$ cat config.mk
export PLATFORM = sky130hd
export DESIGN_NAME = iecl_core
export DESIGN_NICKNAME = d
export VERILOG_FILES = /design/src/common/iecl_pkg.sv /design/src/common/iecl_if.sv /design/src/core/iecl_core.sv /design/src/core/iecl_arbiter.sv
export SDC_FILE = /design/constraint.sdc
export NUM_CORES = 1
export LEC_CHECK = 0
export BUFFER_PORTS_ARGS = -buffer_cell sky130_fd_sc_hd__clkbuf_2
export CORE_MARGIN = 1
export CORE_UTILIZATION = 48
export DETAILED_ROUTE_END_ITERATION = 6
export PLACE_DENSITY = 0.74
export SLEW_MARGIN = 20
export SYNTH_ARGS = -nofsm -noshare
export SYNTH_HDL_FRONTEND = slang
export SYNTH_HIERARCHICAL = 1
export SYNTH_SLANG_ARGS = --single-unit
export TNS_END_PERCENT = 1
$ cat constraint.sdc
create_clock -name pclk -period 2.3 [get_ports pclk]
set_input_delay 0.115 -clock pclk [delete_from_list [all_inputs] [get_ports pclk]]
set_output_delay 0.115 -clock pclk [all_outputs]
set_load 0.01 [all_outputs]
$ cat src/common/iecl_pkg.sv
// Shared constants and types for interrupt entry and low-power control
package iecl_pkg;
    localparam logic [11:0] ADDR_INT_OPTION     = 12'h0c8;
    localparam logic [11:0] ADDR_STATUS         = 12'h0cc;
    localparam logic [7:0]  INT_OPTION_RESET    = 8'h00;
    localparam int          BIT_GEN             = 4;
    localparam int          BIT_ESB             = 5;
    localparam int          BIT_LES             = 6;
    localparam logic [11:0] VEC_NMI             = 12'hffc;
    localparam logic [11:0] VEC_1               = 12'hff6;
    localparam logic [11:0] VEC_2               = 12'hff4;
    localparam logic [11:0] VEC_3               = 12'hff2;
    localparam logic [11:0] VEC_4               = 12'hff0;
    localparam int          STAB_CYCLES_DEFAULT = 256;
    localparam int          STACK_DEPTH_DEFAULT = 4;

    typedef enum logic [1:0] {
        CTX_MAIN = 2'b00,
        CTX_IRQ  = 2'b01,
        CTX_NMI  = 2'b10
    } iecl_ctx_e;

    typedef enum logic [1:0] {
        ST_RUN  = 2'b00,
        ST_WAIT = 2'b01,
        ST_STOP = 2'b10,
        ST_STAB = 2'b11
    } iecl_state_e;
endpackage

$ cat src/common/iecl_if.sv
// Carrier between the sequencer and the request arbiter
`timescale 1ns/100ps
`default_nettype none
interface iecl_if;
    import iecl_pkg::*;
    logic [3:0] req;
    logic       nmi;
    logic       gen;
    iecl_ctx_e  ctx;
    logic       take_nmi;
    logic       take_irq;
    logic [1:0] irq_sel;
    logic       wake;
    logic       pending;

    modport arb (
        input  req,
        input  nmi,
        input  gen,
        input  ctx,
        output take_nmi,
        output take_irq,
        output irq_sel,
        output wake,
        output pending
    );
    modport seq (
        output req,
        output nmi,
        output gen,
        output ctx,
        input  take_nmi,
        input  take_irq,
        input  irq_sel,
        input  wake,
        input  pending
    );
endinterface
`default_nettype wire

$ cat src/core/iecl_core.sv
// Interrupt entry, return and wait/stop sequencer with APB option register
//
// Operation
// (RQ1) Three flag sets: main, maskable, nonmaskable
// (RQ2) Entry swaps carry/zero to service flag set
// (RQ3) Entry pushes program counter onto stack
// (RQ4) Service blocks maskable requests, nonmaskable still live
// (RQ5) Entry clears accepted source's first latch
// (RQ6) Entry ends loading the source's vector
// (RQ7) Return restores prior flags and pops counter
// (RQ8) Global enable gates all but nonmaskable
// (RQ9) Wait halts core, clock keeps running
// (RQ10) Wake from wait has no delay
// (RQ11) Stop only without watchdog, stops oscillator
// (RQ12) Wake from stop waits for oscillator
// (RQ13) Reset during wait runs normal reset
// (RQ14) Main-program wake services interrupt, then continues
// (RQ15) Nonmaskable-context wake only resumes, no service
// (RQ16) Maskable wake in routine continues that routine
// (RQ17) Nonmaskable wake in routine services nonmaskable first
// (RQ18) Wake leaves oscillator selection untouched
// (RQ19) Watchdog active turns stop into wait
// (RQ20) Enable low: only reset wakes
// (RQ21) No wait or stop with request pending
// (RQ22) Write-only option register clears on reset
// (RQ23) Fixed priority, one highest, no nesting
// (RQ24) Skipped sleep goes to entry next boundary
`timescale 1ns/100ps
`default_nettype none
module iecl_core
    import iecl_pkg::*;
#(
    parameter int STAB_CYCLES = STAB_CYCLES_DEFAULT,
    parameter int STACK_DEPTH = STACK_DEPTH_DEFAULT
) (
    input  wire logic        pclk,
    input  wire logic        presetn,
    input  wire logic        psel,
    input  wire logic        penable,
    input  wire logic        pwrite,
    input  wire logic [11:0] paddr,
    input  wire logic [31:0] pwdata,
    output var  logic [31:0] prdata,
    output var  logic        pready,
    output var  logic        pslverr,
    input  wire logic        instr_boundary,
    input  wire logic        exec_wait,
    input  wire logic        exec_stop,
    input  wire logic        exec_return,
    input  wire logic [11:0] pc_current,
    input  wire logic        flag_we,
    input  wire logic        flag_c_in,
    input  wire logic        flag_z_in,
    input  wire logic        wdg_active,
    input  wire logic        nmi_req,
    input  wire logic [3:0]  irq_req,
    output var  logic        flag_c,
    output var  logic        flag_z,
    output var  logic        pc_load,
    output var  logic [11:0] pc_value,
    output var  logic [4:0]  latch_clr,
    output var  logic        core_halt,
    output var  logic        osc_stop,
    output var  logic [1:0]  service_ctx,
    output var  logic        level_mode_a,
    output var  logic        rise_mode_bc
);
    localparam int SPW = $clog2(STACK_DEPTH + 1);

    iecl_if      arb_bus ();
    iecl_state_e state;
    iecl_ctx_e   ctx;
    iecl_ctx_e   nmi_prev;
    logic [7:0]  int_option;
    logic [1:0]  bank_c;
    logic [1:0]  bank_z;
    logic [11:0] pc_stack [STACK_DEPTH];
    logic [SPW-1:0] sp;
    logic [15:0] stab_cnt;
    logic        gen;
    logic        do_return;
    logic        do_sleep;
    logic        do_entry;
    logic        sleep_stop;
    logic        setup;
    logic        access;
    logic        hit_option;
    logic        hit_status;
    logic [11:0] vec;

    assign gen = int_option[BIT_GEN];

    iecl_arbiter u_arb (
        .bus (arb_bus)
    );

    assign arb_bus.req = irq_req;
    assign arb_bus.nmi = nmi_req;
    assign arb_bus.gen = gen;
    assign arb_bus.ctx = ctx;

    // Sequencing decisions, all at an instruction boundary while running
    assign do_return  = (state == ST_RUN) && instr_boundary && exec_return
                        && (ctx != CTX_MAIN);
    // A pending enabled request cancels the sleep; the next boundary enters unless the current context blocks that request
    assign do_sleep   = (state == ST_RUN) && instr_boundary
                        && (exec_wait || exec_stop) && !arb_bus.pending;    // [RQ21] [RQ24]
    assign do_entry   = (state == ST_RUN) && instr_boundary
                        && !exec_return && !exec_wait && !exec_stop
                        && (arb_bus.take_nmi || arb_bus.take_irq);          // [RQ24]
    // Stop is only honoured with the watchdog off
    assign sleep_stop = exec_stop && !wdg_active;                           // [RQ11] [RQ19]

    always_comb begin
        case (arb_bus.irq_sel)
            2'd0:    vec = VEC_1;
            2'd1:    vec = VEC_2;
            2'd2:    vec = VEC_3;
            default: vec = VEC_4;
        endcase
    end

    // APB slave: one wait-free access phase, answer prepared at setup
    assign setup      = psel && !penable;
    assign access     = psel && penable && pready;
    assign hit_option = (paddr[11:2] == ADDR_INT_OPTION[11:2]);
    assign hit_status = (paddr[11:2] == ADDR_STATUS[11:2]);

    always_ff @(posedge pclk or negedge presetn) begin
        if (!presetn) begin
            pready  <= 1'b0;
            prdata  <= 32'h0000_0000;
            pslverr <= 1'b0;
        end else if (setup) begin
            pready  <= 1'b1;
            pslverr <= !(hit_option || (hit_status && !pwrite));
            // Option register is write-only and reads as zero
            if (!pwrite && hit_status) begin
                prdata <= {24'h00_0000, 4'(sp), 2'(state), 2'(ctx)};
            end else begin
                prdata <= 32'h0000_0000;
            end
        end else begin
            pready  <= 1'b0;
            pslverr <= 1'b0;
            prdata  <= 32'h0000_0000;
        end
    end

    // Cleared at reset, so every maskable source starts disabled; the nonmaskable one is still taken
    always_ff @(posedge pclk or negedge presetn) begin
        if (!presetn) begin
            int_option <= INT_OPTION_RESET;                                 // [RQ22]
        end else if (access && pwrite && hit_option) begin
            int_option <= pwdata[7:0];                                      // [RQ8] [RQ22]
        end
    end

    always_ff @(posedge pclk or negedge presetn) begin
        if (!presetn) begin
            level_mode_a <= 1'b0;
            rise_mode_bc <= 1'b0;
        end else begin
            level_mode_a <= int_option[BIT_LES];
            rise_mode_bc <= int_option[BIT_ESB];
        end
    end

    // Power state; async reset always lands in run, abandoning any sleep
    always_ff @(posedge pclk or negedge presetn) begin
        if (!presetn) begin
            state <= ST_RUN;                                                // [RQ13]
        end else begin
            case (state)
                ST_RUN: begin
                    if (do_sleep) begin
                        state <= sleep_stop ? ST_STOP : ST_WAIT;            // [RQ9] [RQ11] [RQ19]
                    end
                end
                ST_WAIT: begin
                    // Clock never stopped, so no settling time
                    if (arb_bus.wake) begin
                        state <= ST_RUN;                                    // [RQ10] [RQ20]
                    end
                end
                ST_STOP: begin
                    if (arb_bus.wake) begin
                        state <= ST_STAB;                                   // [RQ12] [RQ20]
                    end
                end
                ST_STAB: begin
                    if (stab_cnt == 16'(STAB_CYCLES - 1)) begin
                        state <= ST_RUN;                                    // [RQ12]
                    end
                end
                default: begin
                    state <= ST_RUN;
                end
            endcase
        end
    end

    always_ff @(posedge pclk or negedge presetn) begin
        if (!presetn) begin
            stab_cnt <= 16'h0000;
        end else if (state == ST_STAB) begin
            stab_cnt <= stab_cnt + 16'h0001;                                // [RQ12]
        end else begin
            stab_cnt <= 16'h0000;
        end
    end

    // Oscillator select lives elsewhere; only the stop request is driven here
    always_ff @(posedge pclk or negedge presetn) begin
        if (!presetn) begin
            core_halt <= 1'b0;
            osc_stop  <= 1'b0;
        end else begin
            case (state)
                ST_RUN: begin
                    core_halt <= do_sleep;                                  // [RQ9]
                    osc_stop  <= do_sleep && sleep_stop;                    // [RQ11] [RQ18]
                end
                ST_WAIT: begin
                    core_halt <= !arb_bus.wake;                             // [RQ10]
                    osc_stop  <= 1'b0;
                end
                ST_STOP: begin
                    core_halt <= 1'b1;
                    osc_stop  <= !arb_bus.wake;                             // [RQ11]
                end
                ST_STAB: begin
                    core_halt <= (stab_cnt != 16'(STAB_CYCLES - 1));        // [RQ12]
                    osc_stop  <= 1'b0;
                end
                default: begin
                    core_halt <= 1'b0;
                    osc_stop  <= 1'b0;
                end
            endcase
        end
    end

    // Context tracking; arbiter decides resume after wake
    always_ff @(posedge pclk or negedge presetn) begin
        if (!presetn) begin
            ctx      <= CTX_MAIN;
            nmi_prev <= CTX_MAIN;
        end else if (do_entry && arb_bus.take_nmi) begin
            ctx      <= CTX_NMI;                                            // [RQ15] [RQ17]
            nmi_prev <= ctx;                                                // [RQ17]
        end else if (do_entry) begin
            ctx      <= CTX_IRQ;                                            // [RQ4] [RQ14] [RQ16]
        end else if (do_return) begin
            ctx      <= (ctx == CTX_NMI) ? nmi_prev : CTX_MAIN;             // [RQ7]
        end
    end

    always_ff @(posedge pclk or negedge presetn) begin
        if (!presetn) begin
            service_ctx <= 2'b00;
        end else begin
            service_ctx <= 2'(ctx);
        end
    end

    // Active flags sit in the outputs; the bank keeps only the interrupted main and maskable sets
    always_ff @(posedge pclk or negedge presetn) begin
        if (!presetn) begin
            flag_c <= 1'b0;
            flag_z <= 1'b0;
            bank_c <= 2'b00;
            bank_z <= 2'b00;
        end else if (do_entry) begin
            if (ctx == CTX_MAIN) begin
                bank_c[0] <= flag_c;                                        // [RQ1]
                bank_z[0] <= flag_z;
            end else begin
                bank_c[1] <= flag_c;
                bank_z[1] <= flag_z;
            end
            // Service routines always start on a fresh set
            flag_c <= 1'b0;                                                 // [RQ2]
            flag_z <= 1'b0;                                                 // [RQ2]
        end else if (do_return) begin
            if ((ctx == CTX_NMI) && (nmi_prev == CTX_IRQ)) begin
                flag_c <= bank_c[1];                                        // [RQ7]
                flag_z <= bank_z[1];
            end else begin
                flag_c <= bank_c[0];                                        // [RQ7]
                flag_z <= bank_z[0];
            end
        end else if (flag_we) begin
            flag_c <= flag_c_in;                                            // [RQ1]
            flag_z <= flag_z_in;
        end
    end

    // Return stack: shifts down on push, oldest level lost on overflow
    always_ff @(posedge pclk or negedge presetn) begin
        if (!presetn) begin
            for (int i = 0; i < STACK_DEPTH; i++) begin
                pc_stack[i] <= 12'h000;
            end
            sp <= '0;
        end else if (do_entry) begin
            pc_stack[0] <= pc_current;                                      // [RQ3]
            for (int i = 1; i < STACK_DEPTH; i++) begin
                pc_stack[i] <= pc_stack[i-1];
            end
            if (sp != SPW'(STACK_DEPTH)) begin
                sp <= sp + SPW'(1);
            end
        end else if (do_return) begin
            for (int i = 0; i < STACK_DEPTH - 1; i++) begin
                pc_stack[i] <= pc_stack[i+1];                               // [RQ7]
            end
            pc_stack[STACK_DEPTH-1] <= 12'h000;
            if (sp != '0) begin
                sp <= sp - SPW'(1);
            end
        end
    end

    // Counter load: vector on entry, popped address on return
    always_ff @(posedge pclk or negedge presetn) begin
        if (!presetn) begin
            pc_load  <= 1'b0;
            pc_value <= 12'h000;
        end else if (do_entry) begin
            pc_load  <= 1'b1;
            pc_value <= arb_bus.take_nmi ? VEC_NMI : vec;                   // [RQ6]
        end else if (do_return) begin
            pc_load  <= 1'b1;
            pc_value <= pc_stack[0];                                        // [RQ7]
        end else begin
            pc_load  <= 1'b0;
        end
    end

    // Releases the source's first latch so a second stored edge can follow
    always_ff @(posedge pclk or negedge presetn) begin
        if (!presetn) begin
            latch_clr <= 5'h00;
        end else if (do_entry && arb_bus.take_nmi) begin
            latch_clr <= 5'h01;                                             // [RQ5]
        end else if (do_entry) begin
            latch_clr <= 5'(5'h02 << arb_bus.irq_sel);                      // [RQ5]
        end else begin
            latch_clr <= 5'h00;
        end
    end
endmodule
`default_nettype wire

$ cat src/core/iecl_arbiter.sv
// Fixed-priority request arbiter with wake and pending detection
`timescale 1ns/100ps
`default_nettype none
module iecl_arbiter
    import iecl_pkg::*;
(
    iecl_if.arb bus
);
    logic any_irq;

    assign any_irq = |bus.req;
    // Nonmaskable path ignores the global enable; only a nested one is held off
    assign bus.take_nmi = bus.nmi && (bus.ctx != CTX_NMI);                  // [RQ8] [RQ23]
    // Maskable requests only from main context, so maskable routines never nest
    assign bus.take_irq = bus.gen && any_irq && (bus.ctx == CTX_MAIN)
                          && !bus.take_nmi;                                 // [RQ4] [RQ8] [RQ23]
    // Lowest index wins
    assign bus.irq_sel  = bus.req[0] ? 2'd0 :
                          bus.req[1] ? 2'd1 :
                          bus.req[2] ? 2'd2 : 2'd3;                         // [RQ23]
    // With the enable low nothing wakes, not even the nonmaskable pin
    assign bus.wake     = bus.gen && (bus.nmi || any_irq);                  // [RQ20]
    assign bus.pending  = bus.gen && (bus.nmi || any_irq);                  // [RQ21]
endmodule
`default_nettype wire

# ---- Word level (Yosys, flattened, before mapping)
# Index checks and enable logic that the tools add are counted.
dict set report word_totals {
  output_inout_bits 60
  inputBits 74
  ff_bits 144
}
dict set report op_classes {
  bitwise_logic 1
  addsub 3
  muxes 42
  n_reduce_logical 52
  shifts 1
  n_eq_ne 18
}
# cell count
set ops {}
lappend ops {{2-to-1 mux 48 bit} 2}
lappend ops {{logical AND 1 bit} 24}
lappend ops {{2-to-1 mux 12 bit} 2}
lappend ops {{2-to-1 mux 2 bit} 11}
lappend ops {{equality test 10 x 6 -> 1 bit (second input constant)} 2}
lappend ops {{adder 16 x 1 -> 16 bit (second input constant)} 1}
lappend ops {{equality test 16 x 8 -> 1 bit (second input constant)} 1}
lappend ops {{2-to-1 mux 16 bit} 1}
lappend ops {{!= test 16 x 8 -> 1 bit (second input constant)} 1}
lappend ops {{2-to-1 mux 7 bit} 2}
lappend ops {{2-to-1 mux 1 bit} 13}
lappend ops {{2-to-1 mux 3 bit} 4}
lappend ops {{2-to-1 mux 5 bit} 2}
lappend ops {{!= test 2 bit (second input constant)} 5}
lappend ops {{logical NOT 1 bit} 9}
lappend ops {{one-hot mux 3 bit (3 select lines)} 1}
lappend ops {{nonzero test 3 bit} 3}
lappend ops {{equality test 2 bit (second input constant)} 4}
lappend ops {{one-hot mux 2 bit (4 select lines)} 1}
lappend ops {{equality test 2 x 1 -> 1 bit (second input constant)} 3}
lappend ops {{logical NOT 2 bit} 3}
lappend ops {{nonzero test 2 bit} 3}
lappend ops {{left shift 2 x 2 -> 5 bit (first input constant)} 1}
lappend ops {{logical OR 1 bit} 4}
lappend ops {{13 further kinds} 14}

# ---- Logic depth before layout (Yosys ltp)
dict set report logic_depth {
  word_depth 8
  depth_mapped 11
  depth_no_buf 7
}

# ---- Cells and area by module
# Netlist, hierarchy kept.
# module cells_per_inst n_inst seq_area_each_um2 area_each_um2
set by_module_without_submodules {}
lappend by_module_without_submodules {iecl_core 496 1 2877.8 5123.7}
lappend by_module_without_submodules {iecl_arbiter 10 1 0.0 60.1}

# ---- Least setup slack after synthesis
# Ideal clock, no wire load.
dict set report synth_path {
  kind {register -> register}
  from {register ctx[0] (netlist: arb_bus.ctx[0])}
  to {register sp[1]}
  stages_incl_launch_ff 12
  required_ns 2.206
  arrival_ns 2.269
  path_slack_ns -0.062
  synth_period_minus_slack_ns 2.362
  cell_sequence {dfrtp_1 -> inv_1 -> a21boi_0 -> clkbuf_1 -> o211a_1 -> buf_6 -> inv_2 -> buf_6 -> buf_2 -> fa_1 -> a21oi_1 -> a211oi_1}
}
dict set report synth_between {
  elab_chain_cells 8
  word_cells_on_any_way 15
  cone_classes {eq/ne (2); mux (1); reduce/logical (12)}
}
# element line
set synth_rtl {}
lappend synth_rtl {{start, declared} iecl_core.sv:72} ;# iecl_ctx_e ctx;
lappend synth_rtl {{start signal, assigned} iecl_core.sv:255} ;# ctx <= (ctx == CTX_NMI) ? nmi_prev : CTX_MAIN;
lappend synth_rtl {{!= test 2 bit *} iecl_arbiter.sv:13} ;# assign bus.take_nmi = bus.nmi && (bus.ctx != CTX_NMI);
lappend synth_rtl {{logical AND 1 bit *} iecl_arbiter.sv:13}
lappend synth_rtl {{via arb_bus.take_nmi} iecl_if.sv:10} ;# logic take_nmi;
lappend synth_rtl {{logical NOT 1 bit} iecl_arbiter.sv:16} ;# && !bus.take_nmi;
lappend synth_rtl {{logical AND 1 bit} iecl_arbiter.sv:16}
lappend synth_rtl {{logical OR 1 bit *} iecl_core.sv:110} ;# && (arb_bus.take_nmi || arb_bus.take_irq);
lappend synth_rtl {{logical AND 1 bit *} iecl_core.sv:110}
lappend synth_rtl {{!= test 2 x 1 -> 1 bit (no line) or nonzero test 2 bit (tied branches)} n/a}
lappend synth_rtl {{AND reduction 3 bit (no line)} n/a}
lappend synth_rtl {{end signal, assigned} iecl_core.sv:312} ;# sp <= sp + SPW'(1);
lappend synth_rtl {{end signal, assigned} iecl_core.sv:320} ;# sp <= sp - SPW'(1);
lappend synth_rtl {{end, declared} iecl_core.sv:78} ;# logic [SPW-1:0] sp;
# Mark *: on every way through the listed nets, which the timed path passes. The rest lies on a longest branch.
# A chain may end at the register's enable or synchronous reset.

# ---- Worst setup path after layout
dict set report layout_path {
  from {input irq_req[1]}
  to {register latch_clr[3]}
}
dict set report layout_between {
  elab_chain_cells 8
  word_cells_on_any_way 12
  cone_classes {shift (1); mux (4); reduce/logical (7)}
}
# element line
set layout_rtl {}
lappend layout_rtl {{start, declared} iecl_core.sv:56} ;# input wire logic [3:0] irq_req,
lappend layout_rtl {{OR reduction 4 bit *} iecl_arbiter.sv:11} ;# assign any_irq = |bus.req;
lappend layout_rtl {{logical AND 1 bit * (2 in series)} iecl_arbiter.sv:15} ;# assign bus.take_irq = bus.gen && any_irq && (bus.ctx == CTX_MAIN)
lappend layout_rtl {{logical AND 1 bit *} iecl_arbiter.sv:16}
lappend layout_rtl {{via arb_bus.take_irq} iecl_if.sv:11} ;# logic take_irq;
lappend layout_rtl {{logical OR 1 bit *} iecl_core.sv:110}
lappend layout_rtl {{logical AND 1 bit *} iecl_core.sv:110}
lappend layout_rtl {{2-to-1 mux 5 bit or logical AND 1 bit (tied branches)} {iecl_core.sv:347, iecl_core.sv:345}}
lappend layout_rtl {{2-to-1 mux 5 bit *} iecl_core.sv:345} ;# end else if (do_entry && arb_bus.take_nmi) begin
lappend layout_rtl {{end signal, assigned} iecl_core.sv:348} ;# latch_clr <= 5'(5'h02 << arb_bus.irq_sel);
lappend layout_rtl {{end, declared} iecl_core.sv:61} ;# output var logic [4:0] latch_clr,
# Marked as above.

==> run summary <==
status = finished clean
most common cell in the netlist = dfrtp_1
top post-synthesis cells by count = dfrtp_1 (115), nand2_1 (63), nor2_1 (58)
main combinational cell family by area after synthesis = simple AND/OR/NAND/NOR gates
Hold Crit Class = in2reg
IO Port Bufs = 77
yosys synthesis warning count = 6
Startpoint Class = input pin
Yosys cell types = 53
Final Hold Viols = 0
Die Footprint = 11200 um2
clk slew on worst S/H paths = 0.06 ns
number of remaining DRC errors = 0
post-synthesis average cell area = 10.2 um2
Die W = 106 um
CP Depth = 9
Final Slew Violations = 0
Yosys reg bits = 115
Pleak = 3.20 nW
die height = 106 um
Final Wtd Congestion = 0.812
first-pass GRT wire length = 18.9 mm
Max IR drop VDD = 0.723 mV
I/O Pins = 134
Hold Path Depth = 4
GRT Resource Usage Total = 21.6%
placed instance area = 5640 um2
largest cells by area after synthesis = dfrtp_1 (56%), nand2_1 (4.6%), buf_4 (4.5%)
ant diodes = 0
post-synthesis compound-gate area fraction = 11.7%
WP data arrival = 2.63 ns
setup TNS = 0 ns
worst slew pin tran = 0.557 ns
std cell rows = 37
Final Net Count = 697
worst-path fanout max = 7
share of post-route cells with drive strength above 1 = 24.0%
vias in the first global route = 4053
Setup-failing EPs final = 0
CTS Buf Count = 17
H-tree Lvls = 4
Mapped Area = 5180 um2
period utilisation layout = 96.7%
hold_sp = flag_z_in
initial antenna violation count = 0
Post-Synth XOR/XNOR Area = 2.03%
Crit path max-delay family = buffers and inverters
Top FF cell, synth = dfrtp_1
crit path capture type = flop
TritonRoute pass-1 iters = 5
Setup CP Type = in2reg
fmax = 449 MHz
Critical Path Source = irq_req[1]
largest net degree at the start of global routing = 71
DR WL/cell = 14.7 um
Worst-Skew Late Latency = 0.53 ns
Final Core Density = 63.6%
placed instance count = 705
DP Wirelength = 7.06 mm
drt initial violations = 263
# clock sinks = 115
layout overhead on the synthesized area = 27.8%
slew margin rel. = 62.4%
Critical path buffers and inverters = 4
CP max stage cell = dlygate4sd3_1
CTS tree = yes
Synth Instances = 506
min Tclk post-route = 2.22 ns
pwr/cell area = 1080 nW/um2
sequential area share after synthesis = 55.5%
Post-synth EDFFs = 0
Post-Synth Adder-Cell Area = 0.628%
Vias/cell = 5.24
multiplexer share of the synthesized area = 3.36%
total power = 7.14 mW
grt total ovfl = 0
simple logic cell fraction of the synthesized area = 18.8%
R2R cell count = 6
MaxCap Viol Count = 0
ys async rst share = 100%
via count = 4037
core area = 10400 um2
Root Buffer Master = clkbuf_8
R2R Path Start = arb_bus.ctx[1]$_DFFE_PN0P_
total wire length = 11.3 mm
Initial Utilization = 49.8%
CP max stage delay = 0.56 ns
post-synth top area share = 55.5%
most frequent CP cell = dlygate4sd3_1
Final Non-Filler Cells = 770
RSZ-0062 raised after global routing = false
design area = 6620 um2
cell accounting for the most synthesized area = dfrtp_1
clock skew = 0.00967 ns
maximum root-to-sink buffer count = 2
antenna viol nets, final = 0
critical path, cell by cell = dlygate4sd3_1 > clkbuf_2 > or4_4 > and4b_1 > o211a_1 > buf_4 > nand2_1 > nor3_1 > dlygate4sd3_1
critical path required time = 2.71 ns
## area by class of cell
class	instances	area, um2
sequential	115	2880
clock buffer	17	414
clock inverter	15	233
multi-input combinational	347	2000
timing repair buffer	127	881
inverter	13	48.8
tap	136	170
fill	783	3790
## where the power goes
part	switching, mW	internal (mW)	total (mW)	leakage (nW)
registers	0.409	2.57	2.98	1.50
clock network	0.962	1.88	2.84	0.301
logic	0.709	0.615	1.32	1.40
## through the flow
step,setup WS [ns],hold slack (ns)
4_1_cts,0.0299,0.0129
3_5_place_dp,0.195,0.0160
3_3_place_gp,0.236,0.0132
2_1_floorplan,0.0392,-0.181
5_1_grt,0.00288,0.0620
6_report,0.0751,0.0382
## logic make-up (layout without fill, tap and decap cells)
| group | after synthesis | in the layout |
|---|---|---|
| fa+ha+maj | 2 | 2 |
| compound gates | 93 | 93 |
| flops | 115 | 115 |
| buf+inv | 68 | 172 |
| mux | 16 | 16 |
| xor+xnor | 12 | 12 |
| simple gates | 199 | 199 |
| other cells | 1 | 25 |
## routing by layer
metal / GRT usage [%] / vias up / wire length, um / share of wire [%]
li1: - / 1948 / - / -
met1: 27.9 / 1964 / 5040 / 45
met2: 34.6 / 112 / 5610 / 50
met3: 5.33 / 13 / 519 / 4.6
met4: 9.92 / 0 / 134 / 1.2
met5: 0 / - / 0 / 0
## placed cells by master (no fill, tap or decap), types with 3 or more instances in the layout
cell	n
a21oi_1	17
a22o_1	12
a31oi_1	21
and2_1	7
buf_12	3
buf_4	16
bufinv_16	5
clkbuf_16	16
clkbuf_2	76
clkinv_4	5
clkinvlp_4	4
conb_1	25
dfrtp_1	115
dlygate4sd3_1	32
inv_1	11
mux2_2	11
mux2i_1	5
nand2_1	63
nand3_1	12
nand3b_1	4
nand4_1	3
nor2_1	58
nor3_1	22
nor3b_1	4
nor4_1	6
o211ai_1	5
o21ai_0	9
o22ai_1	19
xnor2_1	10
## state kept, by name, summed over array words and instances, names as in the netlist, 2 cells and up
signal       cells
bank_z           2
prdata           7
bank_c           2
sp               3
nmi_prev         2
latch_clr        5
stab_cnt        16
arb_bus.ctx      2
int_option       3
pc_stack        48
pc_value        12
state            2
service_ctx      2
## timing repair
item                                   in CTS  in global routing
gates resized for setup                     0                  2
setup endpoints to repair                   0                  2
hold buffers                               32                  1
endpoints found under the hold margin     144                  1
buffers inserted                            0                  1
## worst paths after layout
kind,slack [ns],end
setup / recovery,0.08,latch_clr[3]$_DFF_PN0_
hold / removal,0.04,flag_z$_DFFE_PN0P_
setup reg to reg,0.30,latch_clr[3]$_DFF_PN0_
hold reg to reg,0.37,rise_mode_bc$_DFF_PN0_
max in group asynchronous,0.94,stab_cnt[13]$_DFF_PN0_
min in group asynchronous,0.55,stab_cnt[5]$_DFF_PN0_
## worst min-delay path, delay by kind of cell
| family | cells | cell delay [ns] |
|---|---|---|
| AOI/OAI and AO/OA | 2 | 0.18 |
| buffers and inverters | 1 | 0.07 |
| muxes | 1 | 0.14 |
No activity file was read; power rests on OpenSTA's default activity.
